`config.mk`:
```
export PLATFORM = sky130hd
export DESIGN_NAME = tcm_channel_mode_ctrl
export DESIGN_NICKNAME = d
export VERILOG_FILES = /design/src/rtl/tcm_pkg.sv /design/src/rtl/tcm_channel_mode_ctrl.sv /design/src/rtl/tcm_channel.sv
export SDC_FILE = /design/constraint.sdc
export NUM_CORES = 1
export LEC_CHECK = 0
export BUFFER_PORTS_ARGS = -buffer_cell sky130_fd_sc_hd__clkbuf_2
export CAP_MARGIN = 20
export CORE_ASPECT_RATIO = 1.1
export CORE_MARGIN = 2
export CORE_UTILIZATION = 50
export CTS_BUF_LIST = sky130_fd_sc_hd__clkbuf_2
export DETAILED_ROUTE_END_ITERATION = 8
export PLACE_DENSITY = 0.73
export SLEW_MARGIN = 0
export SYNTH_ARGS = -nofsm -noshare
export SYNTH_HDL_FRONTEND = slang
export SYNTH_HIERARCHICAL = 1
export SYNTH_SLANG_ARGS = --single-unit
```
`constraint.sdc`:
```
create_clock -name CLOCK -period 4.4 [get_ports CLOCK]
set_input_delay 0.22 -clock CLOCK [delete_from_list [all_inputs] [get_ports CLOCK]]
set_output_delay 0.22 -clock CLOCK [all_outputs]
set_load 0.05 [all_outputs]
```
`src/rtl/tcm_pkg.sv`:
```
package tcm_pkg;

    // counter and register widths
    localparam int CNT_W  = 16;
    localparam int ADDR_W = 8;
    localparam int DATA_W = 16;

    // register byte offsets
    localparam logic [ADDR_W-1:0] ADDR_MODE_CTRL = 8'h00;
    localparam logic [ADDR_W-1:0] ADDR_CH1_CMP   = 8'h04;
    localparam logic [ADDR_W-1:0] ADDR_CH2_CMP   = 8'h08;
    localparam logic [ADDR_W-1:0] ADDR_CH_CTRL   = 8'h0c;
    localparam logic [ADDR_W-1:0] ADDR_STATUS    = 8'h10;

    // field positions inside the mode control register
    localparam int CH1_FIELD_LSB = 0;
    localparam int CH2_FIELD_LSB = 8;
    localparam int FIELD_W       = 8;
    localparam int DIR_LSB       = 0;

    // field positions inside the channel control register
    localparam int CTRL_CH1_EN_BIT  = 0;
    localparam int CTRL_CH2_EN_BIT  = 1;
    localparam int CTRL_CH1_POL_BIT = 2;
    localparam int CTRL_CH2_POL_BIT = 3;

    // field positions inside the status register
    localparam int STAT_CH1_RAW_BIT = 0;
    localparam int STAT_CH2_RAW_BIT = 1;
    localparam int STAT_CH1_OUT_BIT = 2;
    localparam int STAT_CH2_OUT_BIT = 3;
    localparam int STAT_CH1_IN_BIT  = 4;
    localparam int STAT_CH2_IN_BIT  = 5;

    // reset values
    localparam logic [DATA_W-1:0] MODE_CTRL_RST = 16'h0000;
    localparam logic [CNT_W-1:0]  CMP_RST       = 16'h0000;
    localparam logic [3:0]        CH_CTRL_RST   = 4'h0;

    // number of synchronised pin inputs
    localparam int PIN_N = 5;

    typedef enum logic [1:0] {
        DIR_OUTPUT        = 2'b00,
        DIR_OWN_PIN       = 2'b01,
        DIR_NEIGHBOUR_PIN = 2'b10,
        DIR_INT_TRIGGER   = 2'b11
    } tcm_dir_e;

    typedef enum logic [2:0] {
        OC_DISCONNECT   = 3'b000,
        OC_HIGH_ON_MATCH = 3'b001,
        OC_LOW_ON_MATCH = 3'b010,
        OC_TOGGLE       = 3'b011,
        OC_FORCE_LOW    = 3'b100,
        OC_FORCE_HIGH   = 3'b101,
        OC_PWM_A        = 3'b110,
        OC_PWM_B        = 3'b111
    } tcm_oc_e;

    // one channel's byte of the mode control register, msb first
    typedef struct packed {
        logic     ext_clear_en;
        tcm_oc_e  out_ctrl_code;
        logic     compare_buffer_en;
        logic     fast_trigger_out_en;
        tcm_dir_e direction_sel;
    } tcm_mode_s;

    // timebase signals shared by both channels
    typedef struct packed {
        logic [CNT_W-1:0] counter_value;
        logic             count_direction;
        logic             overflow_event;
        logic             trigger_event;
    } tcm_count_s;

endpackage : tcm_pkg

```
`src/rtl/tcm_channel_mode_ctrl.sv`:
```
module tcm_channel_mode_ctrl
    import tcm_pkg::*;
(
    input  wire logic              CLOCK,
    input  wire logic              RST,
    // register port
    input  wire logic [ADDR_W-1:0] REG_ADDR,
    input  wire logic [DATA_W-1:0] REG_WDATA,
    input  wire logic              REG_WR,
    input  wire logic              REG_RD,
    output logic      [DATA_W-1:0] REG_RDATA,
    // timebase from the counter, same clock
    input  wire logic [CNT_W-1:0]  COUNTER_VALUE,
    input  wire logic              COUNT_DIRECTION,
    input  wire logic              OVERFLOW_EVENT,
    input  wire logic              TRIGGER_EVENT,
    input  wire logic              INTERNAL_TRIGGER_INPUT,
    // pins and filtered pin paths, asynchronous
    input  wire logic              FILTERED_PIN1_TO_CH1,
    input  wire logic              FILTERED_PIN2_TO_CH1,
    input  wire logic              FILTERED_PIN2_TO_CH2,
    input  wire logic              FILTERED_PIN1_TO_CH2,
    input  wire logic              EXTERNAL_TRIGGER_INPUT,
    // channel results
    output logic                   CH1_RAW_OUTPUT,
    output logic                   CH2_RAW_OUTPUT,
    output logic                   CH1_OUTPUT_SIGNAL,
    output logic                   CH2_OUTPUT_SIGNAL,
    output logic                   CH1_INPUT_SIGNAL,
    output logic                   CH2_INPUT_SIGNAL,
    output logic      [CNT_W-1:0]  CH1_COMPARE_VALUE,
    output logic      [CNT_W-1:0]  CH2_COMPARE_VALUE
);

    // index of each asynchronous input in the synchroniser vector
    localparam int P_PIN1_CH1 = 0;
    localparam int P_PIN2_CH1 = 1;
    localparam int P_PIN2_CH2 = 2;
    localparam int P_PIN1_CH2 = 3;
    localparam int P_EXT      = 4;

    // mode control register, one byte per channel
    tcm_mode_s        ch1_mode_q;
    tcm_mode_s        ch2_mode_q;
    tcm_mode_s        ch1_mode_d;
    tcm_mode_s        ch2_mode_d;

    // channel control register
    logic             ch1_enable_q;
    logic             ch2_enable_q;
    logic             ch1_pol_q;
    logic             ch2_pol_q;

    // compare value, active and shadow copies
    logic [CNT_W-1:0] ch1_cmp_q;
    logic [CNT_W-1:0] ch2_cmp_q;
    logic [CNT_W-1:0] ch1_shadow_q;
    logic [CNT_W-1:0] ch2_shadow_q;

    // pin synchronisers and agreed values
    logic [PIN_N-1:0] pin_raw;
    logic [PIN_N-1:0] pin_s1_q;
    logic [PIN_N-1:0] pin_s2_q;
    logic [PIN_N-1:0] pin_s3_q;
    logic [PIN_N-1:0] pin_q;

    // routed inputs
    logic             ch1_in_d;
    logic             ch2_in_d;
    logic             ch1_in_q;
    logic             ch2_in_q;

    // decoded strobes
    logic             wr_mode;
    logic             wr_ch1_cmp;
    logic             wr_ch2_cmp;
    logic             wr_ctrl;
    logic             rd_hit;
    logic [DATA_W-1:0] rd_data;
    logic [DATA_W-1:0] rdata_q;

    // shared timebase carrier
    tcm_count_s       tb;

    // channel results
    logic             ch1_raw;
    logic             ch2_raw;
    logic             ch1_out;
    logic             ch2_out;

    assign tb.counter_value   = COUNTER_VALUE;
    assign tb.count_direction = COUNT_DIRECTION;
    assign tb.overflow_event  = OVERFLOW_EVENT;
    assign tb.trigger_event   = TRIGGER_EVENT;

    // write address decode
    always_comb begin
        wr_mode    = 1'b0;
        wr_ch1_cmp = 1'b0;
        wr_ch2_cmp = 1'b0;
        wr_ctrl    = 1'b0;
        if (!REG_WR) begin
            wr_mode = 1'b0;
        end else if (REG_ADDR == ADDR_MODE_CTRL) begin
            wr_mode = 1'b1;
        end else if (REG_ADDR == ADDR_CH1_CMP) begin
            wr_ch1_cmp = 1'b1;
        end else if (REG_ADDR == ADDR_CH2_CMP) begin
            wr_ch2_cmp = 1'b1;
        end else if (REG_ADDR == ADDR_CH_CTRL) begin
            wr_ctrl = 1'b1;
        end
    end

    // next mode bytes; direction is kept while the channel is enabled
    always_comb begin
        ch1_mode_d = ch1_mode_q;
        ch2_mode_d = ch2_mode_q;
        if (wr_mode) begin
            ch1_mode_d = tcm_mode_s'(REG_WDATA[CH1_FIELD_LSB +: FIELD_W]);
            ch2_mode_d = tcm_mode_s'(REG_WDATA[CH2_FIELD_LSB +: FIELD_W]);
            if (ch1_enable_q) begin
                ch1_mode_d.direction_sel = ch1_mode_q.direction_sel;
            end
            if (ch2_enable_q) begin
                ch2_mode_d.direction_sel = ch2_mode_q.direction_sel;
            end
        end
    end

    // mode control register
    always_ff @(posedge CLOCK) begin
        if (RST) begin
            ch1_mode_q <= tcm_mode_s'(MODE_CTRL_RST[CH1_FIELD_LSB +: FIELD_W]);
            ch2_mode_q <= tcm_mode_s'(MODE_CTRL_RST[CH2_FIELD_LSB +: FIELD_W]);
        end else begin
            ch1_mode_q <= ch1_mode_d;
            ch2_mode_q <= ch2_mode_d;
        end
    end

    // channel enables and polarities
    always_ff @(posedge CLOCK) begin
        if (RST) begin
            ch1_enable_q <= CH_CTRL_RST[CTRL_CH1_EN_BIT];
            ch2_enable_q <= CH_CTRL_RST[CTRL_CH2_EN_BIT];
            ch1_pol_q    <= CH_CTRL_RST[CTRL_CH1_POL_BIT];
            ch2_pol_q    <= CH_CTRL_RST[CTRL_CH2_POL_BIT];
        end else if (wr_ctrl) begin
            ch1_enable_q <= REG_WDATA[CTRL_CH1_EN_BIT];
            ch2_enable_q <= REG_WDATA[CTRL_CH2_EN_BIT];
            ch1_pol_q    <= REG_WDATA[CTRL_CH1_POL_BIT];
            ch2_pol_q    <= REG_WDATA[CTRL_CH2_POL_BIT];
        end
    end

    // shadow copies always catch the written value
    always_ff @(posedge CLOCK) begin
        if (RST) begin
            ch1_shadow_q <= CMP_RST;
            ch2_shadow_q <= CMP_RST;
        end else begin
            if (wr_ch1_cmp) begin
                ch1_shadow_q <= REG_WDATA[CNT_W-1:0];
            end
            if (wr_ch2_cmp) begin
                ch2_shadow_q <= REG_WDATA[CNT_W-1:0];
            end
        end
    end

    // active ch1 compare; a buffered write on an overflow cycle lands
    // in the shadow and waits for the next overflow
    always_ff @(posedge CLOCK) begin
        if (RST) begin
            ch1_cmp_q <= CMP_RST;
        end else if (!ch1_mode_q.compare_buffer_en) begin
            if (wr_ch1_cmp) begin
                ch1_cmp_q <= REG_WDATA[CNT_W-1:0];
            end
        end else if (OVERFLOW_EVENT) begin
            ch1_cmp_q <= ch1_shadow_q;
        end
    end

    // active ch2 compare, same scheme
    always_ff @(posedge CLOCK) begin
        if (RST) begin
            ch2_cmp_q <= CMP_RST;
        end else if (!ch2_mode_q.compare_buffer_en) begin
            if (wr_ch2_cmp) begin
                ch2_cmp_q <= REG_WDATA[CNT_W-1:0];
            end
        end else if (OVERFLOW_EVENT) begin
            ch2_cmp_q <= ch2_shadow_q;
        end
    end

    assign pin_raw[P_PIN1_CH1] = FILTERED_PIN1_TO_CH1;
    assign pin_raw[P_PIN2_CH1] = FILTERED_PIN2_TO_CH1;
    assign pin_raw[P_PIN2_CH2] = FILTERED_PIN2_TO_CH2;
    assign pin_raw[P_PIN1_CH2] = FILTERED_PIN1_TO_CH2;
    assign pin_raw[P_EXT]      = EXTERNAL_TRIGGER_INPUT;

    // three-stage synchroniser chain; only stage two reads stage one
    always_ff @(posedge CLOCK) begin
        if (RST) begin
            pin_s1_q <= '0;
            pin_s2_q <= '0;
            pin_s3_q <= '0;
        end else begin
            pin_s1_q <= pin_raw;
            pin_s2_q <= pin_s1_q;
            pin_s3_q <= pin_s2_q;
        end
    end

    // a bit changes only when stages two and three agree
    always_ff @(posedge CLOCK) begin
        if (RST) begin
            pin_q <= '0;
        end else begin
            pin_q <= (pin_s2_q & pin_s3_q) | (pin_q & (pin_s2_q ^ pin_s3_q));
        end
    end

    // ch1 input routing
    always_comb begin
        case (ch1_mode_q.direction_sel)
            DIR_OWN_PIN:       ch1_in_d = pin_q[P_PIN1_CH1];
            DIR_NEIGHBOUR_PIN: ch1_in_d = pin_q[P_PIN2_CH1];
            // only useful once a trigger source is selected elsewhere
            DIR_INT_TRIGGER:   ch1_in_d = INTERNAL_TRIGGER_INPUT;
            default:           ch1_in_d = 1'b0;
        endcase
    end

    // ch2 input routing
    always_comb begin
        case (ch2_mode_q.direction_sel)
            DIR_OWN_PIN:       ch2_in_d = pin_q[P_PIN2_CH2];
            DIR_NEIGHBOUR_PIN: ch2_in_d = pin_q[P_PIN1_CH2];
            DIR_INT_TRIGGER:   ch2_in_d = INTERNAL_TRIGGER_INPUT;
            default:           ch2_in_d = 1'b0;
        endcase
    end

    // registered input signals for the capture path
    always_ff @(posedge CLOCK) begin
        if (RST) begin
            ch1_in_q <= 1'b0;
            ch2_in_q <= 1'b0;
        end else begin
            ch1_in_q <= ch1_in_d;
            ch2_in_q <= ch2_in_d;
        end
    end

    // channel 1 output logic
    tcm_channel u_ch1 (
        .clk           (CLOCK),
        .rst           (RST),
        .mode          (ch1_mode_q),
        .tb            (tb),
        .compare_value (ch1_cmp_q),
        .polarity      (ch1_pol_q),
        .ext_clear     (pin_q[P_EXT]),
        .raw_output    (ch1_raw),
        .output_signal (ch1_out)
    );

    // channel 2 output logic
    tcm_channel u_ch2 (
        .clk           (CLOCK),
        .rst           (RST),
        .mode          (ch2_mode_q),
        .tb            (tb),
        .compare_value (ch2_cmp_q),
        .polarity      (ch2_pol_q),
        .ext_clear     (pin_q[P_EXT]),
        .raw_output    (ch2_raw),
        .output_signal (ch2_out)
    );

    // read address decode; unmapped reads return zero
    always_comb begin
        rd_data = '0;
        rd_hit  = 1'b1;
        if (REG_ADDR == ADDR_MODE_CTRL) begin
            rd_data[CH1_FIELD_LSB +: FIELD_W] = ch1_mode_q;
            rd_data[CH2_FIELD_LSB +: FIELD_W] = ch2_mode_q;
        end else if (REG_ADDR == ADDR_CH1_CMP) begin
            rd_data = ch1_cmp_q;
        end else if (REG_ADDR == ADDR_CH2_CMP) begin
            rd_data = ch2_cmp_q;
        end else if (REG_ADDR == ADDR_CH_CTRL) begin
            rd_data[CTRL_CH1_EN_BIT]  = ch1_enable_q;
            rd_data[CTRL_CH2_EN_BIT]  = ch2_enable_q;
            rd_data[CTRL_CH1_POL_BIT] = ch1_pol_q;
            rd_data[CTRL_CH2_POL_BIT] = ch2_pol_q;
        end else if (REG_ADDR == ADDR_STATUS) begin
            rd_data[STAT_CH1_RAW_BIT] = ch1_raw;
            rd_data[STAT_CH2_RAW_BIT] = ch2_raw;
            rd_data[STAT_CH1_OUT_BIT] = ch1_out;
            rd_data[STAT_CH2_OUT_BIT] = ch2_out;
            rd_data[STAT_CH1_IN_BIT]  = ch1_in_q;
            rd_data[STAT_CH2_IN_BIT]  = ch2_in_q;
        end else begin
            rd_hit = 1'b0;
        end
    end

    // read data valid the cycle after the strobe only
    always_ff @(posedge CLOCK) begin
        if (RST) begin
            rdata_q <= '0;
        end else if (REG_RD && rd_hit) begin
            rdata_q <= rd_data;
        end else begin
            rdata_q <= '0;
        end
    end

    assign REG_RDATA         = rdata_q;
    assign CH1_RAW_OUTPUT    = ch1_raw;
    assign CH2_RAW_OUTPUT    = ch2_raw;
    assign CH1_OUTPUT_SIGNAL = ch1_out;
    assign CH2_OUTPUT_SIGNAL = ch2_out;
    assign CH1_INPUT_SIGNAL  = ch1_in_q;
    assign CH2_INPUT_SIGNAL  = ch2_in_q;
    assign CH1_COMPARE_VALUE = ch1_cmp_q;
    assign CH2_COMPARE_VALUE = ch2_cmp_q;

endmodule : tcm_channel_mode_ctrl

```
`src/rtl/tcm_channel.sv`:
```
module tcm_channel
    import tcm_pkg::*;
(
    input  wire logic             clk,
    input  wire logic             rst,
    input  wire tcm_mode_s        mode,
    input  wire tcm_count_s       tb,
    input  wire logic [CNT_W-1:0] compare_value,
    input  wire logic             polarity,
    input  wire logic             ext_clear,
    output logic                  raw_output,
    output logic                  output_signal
);

    logic raw_q;
    logic out_q;
    logic match_q;
    logic match;
    logic is_output;
    logic pwm_mode;
    logic cmp_gt;
    logic cmp_lt;

    assign match     = (tb.counter_value == compare_value);
    assign cmp_gt    = (compare_value > tb.counter_value);
    assign cmp_lt    = (compare_value < tb.counter_value);
    assign is_output = (mode.direction_sel == DIR_OUTPUT);
    assign pwm_mode  = (mode.out_ctrl_code == OC_PWM_A) || (mode.out_ctrl_code == OC_PWM_B);

    // match edge, so a stalled counter toggles only once
    always_ff @(posedge clk) begin
        if (rst) begin
            match_q <= 1'b0;
        end else begin
            match_q <= match;
        end
    end

    // raw output; output-mode bits count only while the channel is an output
    always_ff @(posedge clk) begin
        if (rst) begin
            raw_q <= 1'b0;
        end else if (!is_output) begin
            raw_q <= 1'b0;
        end else if (mode.ext_clear_en && ext_clear) begin
            raw_q <= 1'b0;
        end else if (pwm_mode && mode.fast_trigger_out_en && tb.trigger_event) begin
            raw_q <= 1'b1;
        end else begin
            case (mode.out_ctrl_code)
                OC_HIGH_ON_MATCH: if (match && !match_q) raw_q <= 1'b1;
                OC_LOW_ON_MATCH:  if (match && !match_q) raw_q <= 1'b0;
                OC_TOGGLE:        if (match && !match_q) raw_q <= !raw_q;
                OC_FORCE_LOW:     raw_q <= 1'b0;
                OC_FORCE_HIGH:    raw_q <= 1'b1;
                OC_PWM_A:         raw_q <= tb.count_direction ? !cmp_lt : cmp_gt;
                OC_PWM_B:         raw_q <= tb.count_direction ? cmp_gt : !cmp_gt;
                default:          raw_q <= raw_q;
            endcase
        end
    end

    // pin signal: an input direction or code 000 cuts it off, other codes follow raw with polarity
    always_ff @(posedge clk) begin
        if (rst) begin
            out_q <= 1'b0;
        end else if (!is_output || mode.out_ctrl_code == OC_DISCONNECT) begin
            out_q <= 1'b0;
        end else begin
            out_q <= raw_q ^ polarity;
        end
    end

    assign raw_output    = raw_q;
    assign output_signal = out_q;

endmodule : tcm_channel

```
==> Word-level counts from Yosys, hierarchy flattened <==
Cells that the tools add are included.
{ "totals": {"ff_bits": 128, "out_inout_bits": 54} }
{ "op_classes": {"magnitude_cmp": 4, "eq_ne": 34, "muxes": 48, "bitwise_logic": 11, "reduce_logical": 43} }
{ "ops": {"columns": ["operator", "n"], "rows": [
  ["two-way mux 16 bit", 8],
  ["== test 16 bit", 2],
  ["greater-than comparator 16 bit", 2],
  ["less-than comparator 16 bit", 2],
  ["two-way mux 1 bit", 31],
  ["== test 3 bit, second input constant", 8],
  ["inequality test 3 x 1 -> 1 bit, second input constant", 6],
  ["== test 8 x 4 -> 1 bit, second input constant", 2],
  ["nonzero test 8 bit", 2],
  ["case mux 1 bit (7 select lines)", 2],
  ["== test 3 x 2 -> 1 bit, second input constant", 4],
  ["two-way mux 6 bit", 2],
  ["AND 5 bit", 2],
  ["zero test 1 bit", 10],
  ["two-way mux 10 bit", 1],
  ["logical AND 1 bit", 9],
  ["== test 2 bit, second input constant", 4],
  ["== test 8 x 3 -> 1 bit, second input constant", 1],
  ["== test 8 x 5 -> 1 bit, second input constant", 1],
  ["zero test 8 bit", 1],
  ["AND reduction 2 bit", 4],
  ["AND reduction 4 bit", 2],
  ["== test 3 x 1 -> 1 bit, second input constant", 2],
  ["zero test 3 bit", 2],
  ["other kinds (14)", 30]
]} }

==> Logic depth before layout (Yosys ltp) <==
{ "logic_depth": {"depth_word": 9, "mapped_depth": 7, "mapped_depth_nobuf": 7} }

==> Hierarchy <==
The synthesis kept the hierarchy.
{ "by_module_without_submodules": {"columns": ["module", "instances", "cells_each", "area_each_um2", "seq_area_each_um2"], "rows": [
  ["tcm_channel_mode_ctrl", 1, 559, 4917.2, 2442.3],
  ["tcm_channel", 2, 81, 625.6, 60.1]
]} }

==> Worst setup path after synthesis <==
OpenSTA, ideal clock, no wires.
{ "synth_timing": {"path_type": "reg2reg", "start": "register ch2_cmp_q[11] (netlist: CH2_COMPARE_VALUE[11])", "end": "register u_ch2.raw_q (netlist: u_ch2/raw_output)", "setup_time_ns": 0.074, "t_arrival_ns": 1.988, "t_required_ns": 4.326, "path_slack_ns": 2.338, "stages_incl_launch_ff": 7, "synth_period_minus_slack_ns": 2.062, "cell_sequence": "dfxtp_1 -> ha_1 -> nand4_1 -> nor4_4 -> maj3_1 -> a211o_1 -> a31oi_1"} }
{ "synth_between": {"elab_chain_cells": 5, "word_cells_on_any_way": 14, "classes_between": "order compare: 2; eq/ne: 4; mux: 4; reduce/logical: 4"} }
{ "synth_rtl": {"columns": ["element", "line", "text"], "rows": [
  ["from (decl)", "tcm_channel_mode_ctrl.sv:56", "logic [CNT_W-1:0] ch2_cmp_q;"],
  ["from (signal assigned)", "tcm_channel_mode_ctrl.sv:192", "ch2_cmp_q <= REG_WDATA[CNT_W-1:0];"],
  ["from (signal assigned)", "tcm_channel_mode_ctrl.sv:195", "ch2_cmp_q <= ch2_shadow_q;"],
  ["greater-than comparator 16 bit / less-than comparator 16 bit (equally long branches)", "tcm_channel.sv:25, tcm_channel.sv:26", null],
  ["zero test 1 bit, on equally long branches", "tcm_channel.sv:57, tcm_channel.sv:56", null],
  ["two-way mux 1 bit, on equally long branches", "tcm_channel.sv:57, tcm_channel.sv:56", null],
  ["case mux 1 bit (7 select lines)", "tcm_channel.sv:50", "case (mode.out_ctrl_code)"],
  ["two-way mux 1 bit", "tcm_channel.sv:47", "end else if (pwm_mode && mode.fast_trigger_out_en && tb.trigger_event) begin"],
  ["to (signal assigned)", "tcm_channel.sv:53", "OC_TOGGLE: if (match && !match_q) raw_q <= !raw_q;"],
  ["to (signal assigned)", "tcm_channel.sv:57", "OC_PWM_B: raw_q <= tb.count_direction ? cmp_gt : !cmp_gt;"],
  ["to (signal assigned)", "tcm_channel.sv:58", "default: raw_q <= raw_q;"],
  ["to (decl)", "tcm_channel.sv:15", "logic raw_q;"]
]} }
Parallel ways exist; a longest one is shown, timed or not.
A chain may end at the register's enable or synchronous reset.

==> Worst setup path after layout <==
{ "layout_timing": {"start": "input REG_ADDR[0]", "end": "register rdata_q[15] (netlist: REG_RDATA[15])"} }
{ "layout_between": {"elab_chain_cells": 9, "word_cells_on_any_way": 16, "classes_between": "eq/ne: 4; mux: 8; bitwise: 1; reduce/logical: 3"} }
{ "layout_rtl": {"columns": ["element", "line", "text"], "rows": [
  ["from (decl)", "tcm_channel_mode_ctrl.sv:7", "input wire logic [ADDR_W-1:0] REG_ADDR,"],
  ["== test 8 x 5 -> 1 bit", "tcm_channel_mode_ctrl.sv:301", "end else if (REG_ADDR == ADDR_STATUS) begin"],
  ["two-way mux 1 bit", "tcm_channel_mode_ctrl.sv:301", null],
  ["two-way mux 1 bit", "tcm_channel_mode_ctrl.sv:296", "end else if (REG_ADDR == ADDR_CH_CTRL) begin"],
  ["two-way mux 1 bit", "tcm_channel_mode_ctrl.sv:294", "end else if (REG_ADDR == ADDR_CH2_CMP) begin"],
  ["two-way mux 1 bit", "tcm_channel_mode_ctrl.sv:292", "end else if (REG_ADDR == ADDR_CH1_CMP) begin"],
  ["two-way mux 1 bit", "tcm_channel_mode_ctrl.sv:289", "if (REG_ADDR == ADDR_MODE_CTRL) begin"],
  ["logical AND 1 bit", "tcm_channel_mode_ctrl.sv:317", "end else if (REG_RD && rd_hit) begin"],
  ["NOT 1 bit (no line)", null, null],
  ["OR reduction 2 bit (no line)", null, null],
  ["to (signal assigned)", "tcm_channel_mode_ctrl.sv:318", "rdata_q <= rd_data;"],
  ["to (decl)", "tcm_channel_mode_ctrl.sv:80", "logic [DATA_W-1:0] rdata_q;"]
]} }
Parallel ways exist; a longest one is shown, timed or not.

==> summary.md <==
| Metric | Value |
|---|---|
| Iteration-0 DRC Markers | 385 |
| Total length of routed met2 wires | 8.21 mm |
| Unrepaired setup endpoints after global routing | no |
| Area share of the leading cell type in the synthesized netlist | 0.415 |
| Cell area after placement | 0.00673 sq mm |
| Clock tree from TritonCTS | yes |
| Library cell used as clock root buffer | clkbuf_2 |
| Number of enable flip-flop cells after synthesis | 0 |
| Status | complete, but fails checks |
| R2R Setup Slk | 2.35 ns |
| Critical-path maximum fanout | 10 |
| Level count of the clock H-tree | 4 |
| Worst slew pin tran | 0.745 ns |
| Y dimension of the die | 120 um |
| Max-Slew Margin vs Limit | 0.502 |
| Routed wirelength normalized by instance count | 17.4 um |
| Port Buf Inserts | 106 |
| Worst-case vdd ir drop | 0.000180 V |
| Pwr Density | 301 mW/mm^2 |
| Sequential cell area fraction in the yosys report | 0.415 |
| Synth-to-layout area growth | 18.9% |
| Worst Setup Start Kind | primary input |
| Worst stage delay on the critical path | 0.66 ns |
| Via count of the routed design | 5778 |
| Die W | 110 um |
| Final setup skew | 0.0229 ns |
| Area leader, netlist | dfxtp_1 |
| # DRC | 1 |
| Synth cell types | 54 |
| Type of the setup path with the least slack | primary input to register |
| DRT Wirelength | 17.6 mm |
| YS warnings | 6 |
| Clock buffer count from CTS | 17 |
| FF-to-FF Start | CH1_COMPARE_VALUE[8] |
| Metal3 WL | 1.38 mm |
| Class of the most critical hold timing path | primary input to register |
| Minimum setup slack in the final design | 2.01 ns |
| Violations in the final reports | DRC |
| Cell Count Post-Placement | 950 |
| Count of final setup violators | 0 |
| Setup slack at placement | 1.94 ns |
| Largest net degree at the start of global routing | 61 |
| Share of synthesized registers carrying an async set or reset | 0 |
| Netlist area before placement | 0.00617 sq mm |
| Core Footprint | 0.0120 sq mm |
| Overall Global Routing Usage | 0.271 |
| Row cnt | 42 |
| Worst hold stages | 5 |
| Hold wc startpoint | TRIGGER_EVENT |
| Count of non-filler cells in the finished layout | 1013 |
| Routed length on met1 | 7.42 mm |
| Finished layout cell area | 0.00733 sq mm |
| Worst Hold Margin | 0.0454 ns |
| Top cells by count, synth | dfxtp_1 (128), nor2_1 (114), nand2_1 (109) |
| Cell with the largest stage delay on the worst path | dlygate4sd3_1 |
| Net count after synthesis | 811 |
| Cells traversed along the worst timing path | dlygate4sd3_1 > clkbuf_2 > nor4_4 > dlygate4sd3_1 > nand4_4 > or4_1 > nor2_1 |
| Post-DP HPWL | 13.1 mm |
| First-pass iteration count of the detailed router | 7 |
| Count leader, synth | dfxtp_1 |
| Fraction of power consumed by sequential logic | 0.530 |
| Cells after synthesis | 721 |
| FF+latch count, synth | 128 |
| Cell internal pwr | 1.66 mW |
| Leading register cell type out of synthesis | dfxtp_1 |
| Routability congestion estimate from global placement | 0.876 |
| Period Utilization, post-route | 0.543 |
| Reg-to-reg critical path endpoint | u_ch1/raw_output |
| CTS max path bufs | 2 |
| Destination of the worst hold path | u_ch2/raw_output |
| Number of vias per cell | 5.70 |
| Max-slew violations | 0 |
| Clock Power Share | 0.392 |
| Cell repeated most along the worst path | dlygate4sd3_1 |
| Total of cells resized after clock tree synthesis | 0 |
| Largest cells by area after synthesis | dfxtp_1 (42%), ha_1 (7.5%), nor2_1 (6.9%) |
| Leakage component of the power | 3.25 nW |
| Element type at the critical path end | register |
| Residual overflow from global routing | 0 |
| Effective utilization at floorplan | 0.513 |
| Source-to-sink clock delay at the later pin of the worst-skew pair | 0.67 ns |
| Syn_area_per_cell | 8.56 sq um |
| Logic pwr share | 0.077 |
| Critical Path AT | 3.00 ns |
| Die outline area | 0.0132 sq mm |
| Filler cell count in the final layout | 1082 |
| DR top layer | met4 |
| Clock sink count | 128 |
| Global-route wire length before repair | 27.2 mm |
| Number of global-route vias before repair | 5281 |
| Number of cell instances on the worst register-to-register path | 6 |
| Clock transition at the registers of the reported paths | 0.19 ns |
| Worst endpoint required time | 5.01 ns |
| Net switching component of the power | 0.550 mW |
| Switch share | 0.249 |
| Antenna violations before repair | 1 |
| Highest attainable clock frequency | 418 MHz |
| Final net count | 935 |
| Top-level I/O count | 107 |
| MaxCap Viol Count | 0 |
| Sum Neg Setup Slack | 0 ns |
| Number of failing hold endpoints at the final stage | 0 |
| Min Tclk post-route | 2.39 ns |
| Share of final-layout standard cells stronger than drive strength 1 | 0.224 |
| Detail Route Antenna Nets | 0 |
power groups by stage:
stage | sequential (mW) | combinational [mW] | clock [mW]
2_1_floorplan | 1.20 | 0.0830 | 0
3_3_place_gp | 1.20 | 0.142 | 0
3_5_place_dp | 1.20 | 0.146 | 0
4_1_cts | 1.17 | 0.168 | 0.883
5_1_grt | 1.17 | 0.184 | 0.940
6_report | 1.17 | 0.171 | 0.867
cell type report:
class	count	area (sq um)	share of cell area
Sequential cell	128	2560	0.349
Antenna cell	1	2.50	0.000341
Timing Repair Buffer	139	856	0.117
Clock buffer	17	85.1	0.0116
Multi-Input combinational cell	512	3240	0.442
Inverter	47	176	0.0241
Clock inverter	15	218	0.0297
Tap cell	154	193	0.0263
registers in the layout, indices dropped and copies added (netlist names):
signal	cells
REG_RDATA	16
ch1_enable_q	1
CH2_INPUT_SIGNAL	1
CH1_COMPARE_VALUE	16
pin_s1_q	5
ch2_pol_q	1
u_ch2/output_signal	1
pin_q	5
CH2_COMPARE_VALUE	16
u_ch2/raw_output	1
u_ch2/match_q	1
ch1_pol_q	1
ch2_mode_q	8
CH1_INPUT_SIGNAL	1
ch1_mode_q	8
u_ch1/raw_output	1
ch2_shadow_q	16
pin_s2_q	5
pin_s3_q	5
u_ch1/output_signal	1
ch2_enable_q	1
u_ch1/match_q	1
ch1_shadow_q	16
what timing repair did:
action	4_1_cts	5_1_grt
setup buffers	0	0
hold buffers	30	0
endpoints found under the setup margin	0	0
endpoints found under the hold margin	102	0
stage by stage:
stage               power [mW]  utilization
finish                    2.21        0.609
global route              2.30        0.609
CTS                       2.22        0.609
detailed placement        1.34        0.559
global placement          1.34        0.559
floorplan                 1.28            -
worst max-delay path by stage:
stage | start | end | cells past startpoint
finish | REG_ADDR[0] | REG_RDATA[15] | 7
global route | REG_ADDR[0] | REG_RDATA[15] | 7
CTS | REG_ADDR[0] | REG_RDATA[15] | 7
detailed placement | REG_ADDR[3] | ch2_shadow_q[2] | 5
global placement | REG_ADDR[2] | CH2_COMPARE_VALUE[1] | 5
floorplan | CH2_COMPARE_VALUE[11] | u_ch2/raw_output | 6
metal layers:
metal  track usage  vias to the layer above
li1              -                     2770
met1         0.353                     2687
met2         0.431                      275
met3        0.0512                       46
met4         0.123                        0
met5             0                        -
layout by cell type, fill, tap and decap left out, types with 3 or more instances in the layout:
master / count
a211o_1: 4
a211oi_1: 16
a21oi_1: 73
buf_4: 4
bufinv_16: 5
clkbuf_2: 122
clkinvlp_4: 6
dfxtp_1: 128
dlygate4sd3_1: 30
ha_1: 37
inv_1: 47
mux2i_1: 18
nand2_1: 109
nand3_1: 5
nand4_1: 11
nand4_4: 3
nor2_1: 114
nor2b_1: 22
nor3_1: 9
nor3b_1: 5
nor4_4: 4
o21ai_1: 4
o221a_2: 32
cell families (layout without fill, tap and decap cells):
family / after synthesis / after routing / synth area share
other: 0 / 1 / 0
multiplexers: 20 / 20 / 0.0329
flip-flops: 128 / 128 / 0.415
AND/OR/NAND/NOR: 303 / 303 / 0.241
buffers and inverters: 81 / 218 / 0.0592
XOR/XNOR: 2 / 2 / 0.00284
AO/OA/AOI/OAI: 148 / 148 / 0.170
adder cells (fa/ha/maj): 39 / 39 / 0.0783
critical path, delay by kind of cell:
kind          cells  cell delay [ns]
simple gates      4             1.39
buf+inv           3             1.38
Power figures use the tool's default switching activity.
